**src/logic/rtlc_pkg.sv**
```systemverilog
// shared constants and types for the reload timer with oscillator capture
package rtlc_pkg;

  // register offsets on the plain register port
  localparam logic [2:0] ADDR_CTRL = 3'h0;
  localparam logic [2:0] ADDR_RLD_LO = 3'h1;
  localparam logic [2:0] ADDR_RLD_HI = 3'h2;
  localparam logic [2:0] ADDR_CNT_LO = 3'h3;
  localparam logic [2:0] ADDR_CNT_HI = 3'h4;
  localparam logic [2:0] ADDR_CLKSEL = 3'h5;
  localparam logic [2:0] ADDR_IRQEN = 3'h6;
  localparam logic [2:0] ADDR_STATUS = 3'h7;

  // timer_control_register fields
  localparam int CTRL_HI_FLAG = 7;
  localparam int CTRL_LO_FLAG = 6;
  localparam int CTRL_LO_IEN = 5;
  localparam int CTRL_CAP_EN = 4;
  localparam int CTRL_SPLIT = 3;
  localparam int CTRL_RUN = 2;
  localparam int CTRL_XCLK_HI = 1;
  localparam int CTRL_XCLK_LO = 0;

  // clock_control_register fields
  localparam int CKSEL_HI = 1;
  localparam int CKSEL_LO = 0;
  // extended_irq_enable_register field
  localparam int IRQEN_TIMER = 0;
  // status field
  localparam int STAT_SYNC = 0;

  // external_clock_select codes
  localparam logic [1:0] XCLK_SYS12 = 2'h0;
  localparam logic [1:0] XCLK_EXT8 = 2'h1;
  localparam logic [1:0] XCLK_RSVD = 2'h2;
  localparam logic [1:0] XCLK_LFO8 = 2'h3;

  // value after reset of every byte register
  localparam logic [7:0] RST_BYTE = 8'h00;
  localparam logic [7:0] BYTE_MAX = 8'hFF;

  // clock division counts
  localparam logic [3:0] SYS_DIV = 4'hC;
  localparam logic [2:0] PIN_DIV = 3'h7;
  // timer clocks during which the timer registers are unsafe after wake-up
  localparam logic [1:0] SYNC_TICKS = 2'h3;

  typedef enum logic [1:0] {
    SY_IDLE = 2'b01,
    SY_PEND = 2'b10
  } rtlc_sync_t;

endpackage

```
**src/logic/rtlc_timer.sv**
```systemverilog
// reload timer with split mode, suspend wake-up and oscillator capture
//
// Summary of operation
// - timer is two byte counters; split bit picks 16-bit or two 8-bit.
// - clocks are system, system/12, external/8 and low-freq oscillator/8.
// - divided pin clocks synchronised normally, taken directly in suspend.
// - timer counts in suspend and its overflow wakes the device.
// - sync-pending held up to three timer clocks after foreign wake-up.
// - oscillator clock counts only while its own divider is one.
// - 16-bit rollover loads reload pair and sets high overflow flag.
// - 16-bit overflow requests interrupt when timer interrupts enabled.
// - low byte rollover also interrupts when low-byte enable is set.
// - in split mode each byte reloads from its own reload byte.
// - in split mode run bit gates only the high byte counter.
// - per-byte select 1 picks system clock, else external select field.
// - split mode sets high and low flags on their byte rollovers.
// - split mode interrupts on high, or either with low-byte enable.
// - flags are never cleared by hardware, only by software.
// - capture enable bit selects capture mode; split should stay zero.
// - oscillator falling edge copies count to reload and sets high flag.
// - capture timer clock follows low-byte select and external field.
// - capture edge requests an interrupt when timer interrupts enabled.
//
// Chosen here: strobed register access and the address map.
module rtlc_timer (
  input wire logic clk_i,
  input wire logic rst_n_i,
  input wire logic [2:0] addr_i,
  input wire logic [7:0] wdata_i,
  input wire logic wr_i,
  input wire logic rd_i,
  output logic [7:0] rdata_o,
  input wire logic ext_clk_i,
  input wire logic lfo_i,
  input wire logic lfo_div_one_i,
  input wire logic suspend_i,
  output logic irq_o,
  output logic wake_o,
  output logic sync_pending_o
);

  // picks the tick of one byte counter from its select bit and the field
  function automatic logic sel_tick(input logic use_sys,
                                    input logic [1:0] xsel,
                                    input logic [3:0] t);
    logic r;
    r = 1'b0;
    if (use_sys) begin
      r = t[0];
    end else begin
      case (xsel)
        rtlc_pkg::XCLK_SYS12: r = t[1];
        rtlc_pkg::XCLK_EXT8: r = t[2];
        rtlc_pkg::XCLK_LFO8: r = t[3];
        default: r = 1'b0; // reserved code never ticks
      endcase
    end
    return r;
  endfunction

  // software visible state
  logic [7:0] cnt_lo;
  logic [7:0] cnt_hi;
  logic [7:0] rld_lo;
  logic [7:0] rld_hi;
  logic hi_flag;
  logic lo_flag;
  logic lo_ien;
  logic cap_en;
  logic split;
  logic run;
  logic [1:0] xclk;
  logic cksel_hi;
  logic cksel_lo;
  logic tmr_ien;

  // prescaler and pin clock state
  logic [3:0] pre_cnt;
  logic [2:0] sync_ff [2];
  logic lvl_f [2];
  logic [2:0] div_cnt [2];
  logic pin_tick [2];
  logic pin_fall [2];
  logic [1:0] pins;

  // suspend tracking
  logic susp_d;
  logic [1:0] sync_cnt;
  rtlc_pkg::rtlc_sync_t sync_st;
  rtlc_pkg::rtlc_sync_t next_sync_st;

  assign pins = {lfo_i, ext_clk_i};

  // pin clocks: three flops, filtered level changes when stages two and
  // three agree; in suspend the direct path skips the filter stage
  genvar gi;
  generate
    for (gi = 0; gi < 2; gi++) begin : g_pin
      logic rise_norm;
      logic rise_dir;
      logic rise_sel;
      assign rise_norm = (sync_ff[gi][1] == sync_ff[gi][2]) &
                         sync_ff[gi][2] & ~lvl_f[gi];
      assign rise_dir = sync_ff[gi][1] & ~sync_ff[gi][2];
      // in suspend a filtered rise still counts, so that a rise seen just
      // before suspend began is not lost
      assign rise_sel = suspend_i ? (rise_dir | rise_norm) :
                        rise_norm;
      assign pin_tick[gi] = rise_sel & (div_cnt[gi] == rtlc_pkg::PIN_DIV);
      // the capture edge always takes the filtered path, so a pin glitch
      // cannot overwrite the reload pair
      assign pin_fall[gi] = (sync_ff[gi][1] == sync_ff[gi][2]) &
                            ~sync_ff[gi][2] & lvl_f[gi];

      // synchroniser and divide-by-eight
      always_ff @(posedge clk_i or negedge rst_n_i) begin
        if (!rst_n_i) begin
          sync_ff[gi] <= 3'h0;
          lvl_f[gi] <= 1'b0;
          div_cnt[gi] <= 3'h0;
        end else begin
          sync_ff[gi] <= {sync_ff[gi][1:0], pins[gi]};
          // a rise already taken on the direct path must not count again
          // through the filter when suspend ends
          if (suspend_i && rise_dir) begin
            lvl_f[gi] <= 1'b1;
          end else if (sync_ff[gi][1] == sync_ff[gi][2]) begin
            lvl_f[gi] <= sync_ff[gi][2];
          end
          if (rise_sel) begin
            div_cnt[gi] <= div_cnt[gi] + 3'h1;
          end
        end
      end
    end
  endgenerate

  // tick vector: {lfo/8, ext/8, sys/12, sys}
  // a wrong oscillator divider stops the count rather than miscount it
  logic sys12_tick;
  logic [3:0] ticks;
  assign sys12_tick = (pre_cnt == rtlc_pkg::SYS_DIV - 4'h1);
  assign ticks = {pin_tick[1] & lfo_div_one_i, pin_tick[0],
                  sys12_tick, 1'b1};

  // system clock divided by twelve
  // free running: the first tick after a select change may come early
  always_ff @(posedge clk_i or negedge rst_n_i) begin
    if (!rst_n_i) begin
      pre_cnt <= 4'h0;
    end else if (sys12_tick) begin
      pre_cnt <= 4'h0;
    end else begin
      pre_cnt <= pre_cnt + 4'h1;
    end
  end

  // per-byte clock and increment decode
  logic lo_tick;
  logic hi_tick;
  logic lo_inc;
  logic hi_inc;
  logic lo_ovf;
  logic hi_ovf;
  logic cap_evt;
  logic wake_evt;
  assign lo_tick = sel_tick(cksel_lo, xclk, ticks);
  assign hi_tick = sel_tick(cksel_hi, xclk, ticks);
  // 16-bit and capture modes both run from the low-byte clock
  assign lo_inc = split ? lo_tick : (run & lo_tick);
  assign hi_inc = split ? (run & hi_tick) :
                  (lo_inc & (cnt_lo == rtlc_pkg::BYTE_MAX));
  assign lo_ovf = lo_inc & (cnt_lo == rtlc_pkg::BYTE_MAX);
  assign hi_ovf = hi_inc & (cnt_hi == rtlc_pkg::BYTE_MAX);
  assign cap_evt = cap_en & pin_fall[1];
  // an overflow of the 16-bit counter, or of either byte in split mode, may end suspend
  assign wake_evt = hi_ovf | (split & lo_ovf);

  // register port write decode
  logic wr_ctrl;
  logic wr_rlo;
  logic wr_rhi;
  logic wr_clo;
  logic wr_chi;
  logic wr_cks;
  logic wr_ien;
  assign wr_ctrl = wr_i & (addr_i == rtlc_pkg::ADDR_CTRL);
  assign wr_rlo = wr_i & (addr_i == rtlc_pkg::ADDR_RLD_LO);
  assign wr_rhi = wr_i & (addr_i == rtlc_pkg::ADDR_RLD_HI);
  assign wr_clo = wr_i & (addr_i == rtlc_pkg::ADDR_CNT_LO);
  assign wr_chi = wr_i & (addr_i == rtlc_pkg::ADDR_CNT_HI);
  assign wr_cks = wr_i & (addr_i == rtlc_pkg::ADDR_CLKSEL);
  assign wr_ien = wr_i & (addr_i == rtlc_pkg::ADDR_IRQEN);

  // next counter values; in capture mode a rollover wraps to zero because
  // the reload pair holds the captured value, not a reload value
  logic [7:0] next_cnt_lo;
  logic [7:0] next_cnt_hi;
  logic [7:0] lo_wrap;
  logic [7:0] hi_wrap;
  assign lo_wrap = (split | ~cap_en) ?
                   (split | hi_ovf ? rld_lo : 8'h00) : 8'h00;
  assign hi_wrap = cap_en & ~split ? 8'h00 : rld_hi;
  assign next_cnt_lo = wr_clo ? wdata_i :
                       lo_inc ? (cnt_lo == rtlc_pkg::BYTE_MAX ? lo_wrap :
                                 cnt_lo + 8'h01) : cnt_lo;
  assign next_cnt_hi = wr_chi ? wdata_i :
                       hi_inc ? (hi_ovf ? hi_wrap : cnt_hi + 8'h01) :
                       cnt_hi;

  // counter bytes
  // a software write wins over an increment in the same cycle
  always_ff @(posedge clk_i or negedge rst_n_i) begin
    if (!rst_n_i) begin
      cnt_lo <= rtlc_pkg::RST_BYTE;
      cnt_hi <= rtlc_pkg::RST_BYTE;
    end else begin
      cnt_lo <= next_cnt_lo;
      cnt_hi <= next_cnt_hi;
    end
  end

  // reload pair; a capture edge wins over a software write
  always_ff @(posedge clk_i or negedge rst_n_i) begin
    if (!rst_n_i) begin
      rld_lo <= rtlc_pkg::RST_BYTE;
      rld_hi <= rtlc_pkg::RST_BYTE;
    end else if (cap_evt) begin
      rld_lo <= cnt_lo;
      rld_hi <= cnt_hi;
    end else begin
      if (wr_rlo) begin
        rld_lo <= wdata_i;
      end
      if (wr_rhi) begin
        rld_hi <= wdata_i;
      end
    end
  end

  // flags: a hardware set wins over a software clear in the same cycle
  logic next_hi_flag;
  logic next_lo_flag;
  assign next_hi_flag = hi_ovf | cap_evt |
                        (wr_ctrl ? wdata_i[rtlc_pkg::CTRL_HI_FLAG] :
                         hi_flag);
  assign next_lo_flag = lo_ovf |
                        (wr_ctrl ? wdata_i[rtlc_pkg::CTRL_LO_FLAG] :
                         lo_flag);

  // control bits and flags
  always_ff @(posedge clk_i or negedge rst_n_i) begin
    if (!rst_n_i) begin
      hi_flag <= 1'b0;
      lo_flag <= 1'b0;
      lo_ien <= 1'b0;
      cap_en <= 1'b0;
      split <= 1'b0;
      run <= 1'b0;
      xclk <= rtlc_pkg::XCLK_SYS12;
    end else begin
      hi_flag <= next_hi_flag;
      lo_flag <= next_lo_flag;
      if (wr_ctrl) begin
        lo_ien <= wdata_i[rtlc_pkg::CTRL_LO_IEN];
        cap_en <= wdata_i[rtlc_pkg::CTRL_CAP_EN];
        split <= wdata_i[rtlc_pkg::CTRL_SPLIT];
        run <= wdata_i[rtlc_pkg::CTRL_RUN];
        xclk <= wdata_i[rtlc_pkg::CTRL_XCLK_HI:rtlc_pkg::CTRL_XCLK_LO];
      end
    end
  end

  // clock select and interrupt enable registers
  always_ff @(posedge clk_i or negedge rst_n_i) begin
    if (!rst_n_i) begin
      cksel_hi <= 1'b0;
      cksel_lo <= 1'b0;
      tmr_ien <= 1'b0;
    end else begin
      if (wr_cks) begin
        cksel_hi <= wdata_i[rtlc_pkg::CKSEL_HI];
        cksel_lo <= wdata_i[rtlc_pkg::CKSEL_LO];
      end
      if (wr_ien) begin
        tmr_ien <= wdata_i[rtlc_pkg::IRQEN_TIMER];
      end
    end
  end

  // level interrupt request, held while a flag it covers is set
  logic next_irq;
  assign next_irq = tmr_ien &
                    (hi_flag | (lo_ien & lo_flag));

  // wake request holds until suspend is left
  // a level, so a one-cycle overflow cannot slip past the wake logic
  logic next_wake;
  assign next_wake = suspend_i & (wake_o | wake_evt);

  // sync-pending sequence after a wake-up from another source
  logic susp_exit;
  assign susp_exit = susp_d & ~suspend_i & ~wake_o;
  always_comb begin
    next_sync_st = sync_st;
    case (sync_st)
      rtlc_pkg::SY_IDLE: begin
        if (susp_exit) begin
          next_sync_st = rtlc_pkg::SY_PEND;
        end
      end
      rtlc_pkg::SY_PEND: begin
        // a second foreign wake before the wait ends starts it over
        if (susp_exit) begin
          next_sync_st = rtlc_pkg::SY_PEND;
        end else if (lo_tick &&
                     sync_cnt == rtlc_pkg::SYNC_TICKS - 2'h1) begin
          next_sync_st = rtlc_pkg::SY_IDLE;
        end
      end
      default: next_sync_st = rtlc_pkg::SY_IDLE;
    endcase
  end

  // suspend edge, pending counter, status outputs
  always_ff @(posedge clk_i or negedge rst_n_i) begin
    if (!rst_n_i) begin
      susp_d <= 1'b0;
      sync_cnt <= 2'h0;
      sync_st <= rtlc_pkg::SY_IDLE;
      sync_pending_o <= 1'b0;
      irq_o <= 1'b0;
      wake_o <= 1'b0;
    end else begin
      susp_d <= suspend_i;
      sync_st <= next_sync_st;
      sync_pending_o <= (next_sync_st == rtlc_pkg::SY_PEND);
      irq_o <= next_irq;
      wake_o <= next_wake;
      if (sync_st != rtlc_pkg::SY_PEND || susp_exit) begin
        sync_cnt <= 2'h0;
      end else if (lo_tick) begin
        sync_cnt <= sync_cnt + 2'h1;
      end
    end
  end

  // read selection; data stands only in the cycle after the strobe
  logic [7:0] rd_mux;
  logic [7:0] ctrl_rd;
  assign ctrl_rd = {hi_flag, lo_flag, lo_ien, cap_en, split, run, xclk};
  assign rd_mux = (addr_i == rtlc_pkg::ADDR_CTRL) ? ctrl_rd :
                  (addr_i == rtlc_pkg::ADDR_RLD_LO) ? rld_lo :
                  (addr_i == rtlc_pkg::ADDR_RLD_HI) ? rld_hi :
                  (addr_i == rtlc_pkg::ADDR_CNT_LO) ? cnt_lo :
                  (addr_i == rtlc_pkg::ADDR_CNT_HI) ? cnt_hi :
                  (addr_i == rtlc_pkg::ADDR_CLKSEL) ?
                    {6'h00, cksel_hi, cksel_lo} :
                  (addr_i == rtlc_pkg::ADDR_IRQEN) ? {7'h00, tmr_ien} :
                  {7'h00, sync_pending_o};

  // read data register
  // zero outside the answer so a stale byte never looks like a fresh read
  always_ff @(posedge clk_i or negedge rst_n_i) begin
    if (!rst_n_i) begin
      rdata_o <= 8'h00;
    end else begin
      rdata_o <= rd_i ? rd_mux : 8'h00;
    end
  end

endmodule

```
**config.mk**
```make
export PLATFORM = sky130hd
export DESIGN_NAME = rtlc_timer
export DESIGN_NICKNAME = d
export VERILOG_FILES = /design/src/logic/rtlc_pkg.sv /design/src/logic/rtlc_timer.sv
export SDC_FILE = /design/constraint.sdc
export NUM_CORES = 1
export LEC_CHECK = 0
export BUFFER_PORTS_ARGS = -buffer_cell sky130_fd_sc_hd__buf_2
export CAP_MARGIN = 20
export CORE_MARGIN = 2
export CORE_UTILIZATION = 25
export CTS_CLUSTER_DIAMETER = 200
export DETAILED_ROUTE_END_ITERATION = 12
export GPL_ROUTABILITY_DRIVEN = 0
export SYNTH_ARGS = -nofsm -noshare
export SYNTH_HDL_FRONTEND = slang
export SYNTH_SLANG_ARGS = --single-unit
```
**constraint.sdc**
```tcl
create_clock -name clk_i -period 2.1 [get_ports clk_i]
set_input_delay 0.315 -clock clk_i [delete_from_list [all_inputs] [get_ports clk_i]]
set_output_delay 0.315 -clock clk_i [all_outputs]
set_load 0.05 [all_outputs]
```
==> metrics.md <==
| Metric | Value |
|---|---|
| Antenna viol nets, final | 0 |
| Die X | 134.4 um |
| Total wire length | 11960 um |
| Clock Latency Late Sink | 0.35 ns |
| GRT overflow | 0 |
| HPWL after DPL | 8469 um |
| DRC violations left | 0 |
| CP Capture Type | register |
| Commonest non-fill, non-tap cell in the layout | dfrtp_1 |
| Post-placement cell count | 690 |
| Nets | 515 |
| Placed instance area | 4783 um^2 |
| Port bufs | 29 |
| Detailed Routing Iterations Pass 1 | 5 |
| Initial DRC Count | 295 |
| Mapped Avg Cell Area | 9.799 um^2 |
| H-tree levels | 3 |
| Initial antenna violation count | 0 |
| Via Count | 3582 |
| CTS buffer count | 9 |
| Worst hold path class | in2reg |
| Final Max Slew Viols | 0 |
| Worst-Margin Slew | 0.4582 ns |
| Synth Warn # | 0 |
| Clock Pin Slew Worst Setup and Hold Paths | 0.06 ns |
| Crit path required time | 2.33 ns |
| Gr usage total | 13.46% |
| Final worst path period share | 101.5% |
| First-pass GRT wire length | 18960 um |
| Synth cell types | 60 |
| Syn-to-layout area delta | 24.68% |
| Critical Path AT | 2.36 ns |
| Share of layout cells above drive strength 1 | 27.09% |
| Max IR drop VDD | 0.0004171 V |
| Post-Synthesis Cells | 434 |
| Hold Fails Final Rpt | 0 |
| Ys flop type | dfrtp_1 |
| N_diodes | 0 |
| Rows | 47 |
| Pwr/cell area | 1207 nW/um^2 |
| Initial core utilization | 25.65% |
| Synth top area cells | dfrtp_1 45%, mux2i_1 7.3%, o21ai_0 4.7% |
| Bufs on Longest Clock Path | 2 |
| Core area | 16580 um^2 |
| TritonCTS clock tree | done |
| Finished Cell Area | 5303 um^2 |
| Number of global-route vias before repair | 3514 |
| Hold_sp | ext_clk_i |
| Rel. slew slack | 69.45% |
| Worst Clk Skew | 0.008870 ns |
| Largest net degree at the start of global routing | 45 |
| Die Area | 18070 um^2 |
| Sum Neg Setup Slack | -0.1048 ns |
| CP Class | reg2reg |
| Crit path launch | div_cnt[1]$_DFFE_PN0P_ |
| Mapped Nets | 463 |
| Die height | 134.4 um |
| Number of vias per cell | 5.038 |
| Max-cap viol count | 0 |
| Synthesized area | 4253 um^2 |
| Final Setup Violations | 5 |
| Worst setup margin | -0.03247 ns |
| Synth top area share | 44.72% |
| Clock sink total | 77 |
| Status | complete, but fails checks |
| Root Buffer | clkbuf_16 |
| Failing checks | negative setup slack |
| Post-Layout Cell Count | 711 |
| F_max | 468.9 MHz |
| Cell accounting for the most synthesized area | dfrtp_1 |
| Startpoint class of the critical path | register |
| DR WL/cell | 16.81 um |
| Flops & latches, synth | 77 |
| Synth async-reset ratio | 100.0% |
| Num ports | 30 |
| Number of synthesized flops with an enable pin | 0 |
| Most frequent cells in the layout | 76 x dfrtp_1, 47 x nand2_1, 37 x o21ai_0 |
| Leak pwr | 2.242 nW |
| Reg-to-reg startpoint | div_cnt[1]$_DFFE_PN0P_ |
| Post-synthesis sequential area ratio | 45.34% |
| Final Critical Period | 2.132 ns |
| RSZ-0062 raised after global routing | true |
| Max FO, Critical Path | 6 |
[per-stage QoR]
step	hold slack (ns)	power, mW	setup WS [ns]	util [%]
after floorplan	0.01941	3.695	0.01034	-
after global placement	0.2960	4.332	0.0006677	28.84
after detailed placement	0.3026	4.404	-0.05058	28.84
after CTS	0.06355	6.238	-0.01351	31.09
after global routing	0.06910	6.800	-0.1358	31.98
final	0.07559	6.400	-0.03247	31.98
[final timing paths]
kind	end	slack, ns	cells past startpoint
min reg2reg	sync_ff[4]$_DFF_PN0_	0.35	0
min	sync_ff[3]$_DFF_PN0_	0.08	1
min in group asynchronous	cnt_lo[7]$_DFFE_PN0P_	0.47	2
max in group asynchronous	sync_ff[0]$_DFF_PN0_	1.04	3
max	cnt_lo[0]$_DFFE_PN0P_	-0.03	9
max reg2reg	cnt_lo[0]$_DFFE_PN0P_	-0.03	9
[Yosys cell counts (all sizes together) (2+ instances only)]
master and n:
and2 2, o211a 3, nand2b 7, o211ai 7, a31oi 10, xor2 3
mux2i 31, o21ai 45, inv 11, nand2 48, o22a 4, nor2b 2
o22ai 4, o21a 3, a21oi 20, o31ai 2, nand4 7, and3 5
or2 4, buf 9, a21boi 2, ha 10, nor2 35, and4 3
nand3 11, mux2 12, a41o 3, a211oi 7, clkbuf 17, nor3 12
mux4 2, xnor2 6, dfrtp 76
[flip-flops by register name, summed over array words and instances, names as in the netlist, 2 cells and up]
register / cells
rld_lo: 8
sync_st: 2
rdata_o: 8
cnt_lo: 8
lvl_f: 2
div_cnt: 6
pre_cnt: 4
cnt_hi: 8
sync_ff: 6
sync_cnt: 2
rld_hi: 8
xclk: 2
[area by class of cell]
| cell class | instances | area (um^2) |
|---|---|---|
| Sequential cell | 77 | 1928 |
| Timing Repair Buffer | 66 | 444.2 |
| Clock inverter | 7 | 113.9 |
| Inverter | 11 | 41.29 |
| Fill cell | 1700 | 11280 |
| Tap cell | 220 | 275.3 |
| Clock buffer | 9 | 225.2 |
| Multi-Input combinational cell | 321 | 2275 |
[layer usage]
layer / vias up / share of wire [%] / wire length, um / GRT usage [%]
li1: 1674 / - / - / -
met1: 1760 / 44 / 5250 / 17.89
met2: 125 / 48 / 5779 / 21.26
met3: 23 / 5.2 / 625 / 2.381
met4: 0 / 2.5 / 299 / 6.374
met5: - / 0 / 0 / 0
[cell families (layout without fill, tap and decap cells)]
family                     count (synthesis)  count (layout)  synth area share, %
and+or+nand+nor                          139             139                15.68
AOI/OAI and AO/OA                        117             118                17.89
DFF                                       77              77                45.34
muxes                                     45              45                11.53
buffers and inverters                     37              93                4.766
adders and majority gates                 10              10                2.942
xor gates and xnor gates                   9               9                1.854
[worst max-delay path, cell delays in order, from the launching register on]
cell      delay (ns)
dfrtp_1         0.38
ha_2            0.20
ha_4            0.15
and4_4          0.15
o211ai_1        0.17
a21boi_4        0.15
or2_4           0.27
a21o_4          0.25
a311oi_2        0.20
o22ai_1         0.09
[where the power goes]
part / leakage (nW) / switching [mW] / total (mW) / internal [mW]
logic: 1.14 / 1.19 / 2.18 / 0.992
registers: 0.937 / 0.501 / 2.44 / 1.94
clock network: 0.169 / 0.623 / 1.78 / 1.16
total: 2.24 / 2.32 / 6.40 / 4.09
[repair_timing]
item / in CTS / in global routing
setup buffers: 0 / 3
hold endpoints to repair: 32 / 0
endpoints found under the setup margin: 8 / 20
gates cloned: 0 / 1
hold buffers: 1 / 0
pin swaps: 4 / 13
resized for setup: 4 / 22
Power figures use the tool's default switching activity.
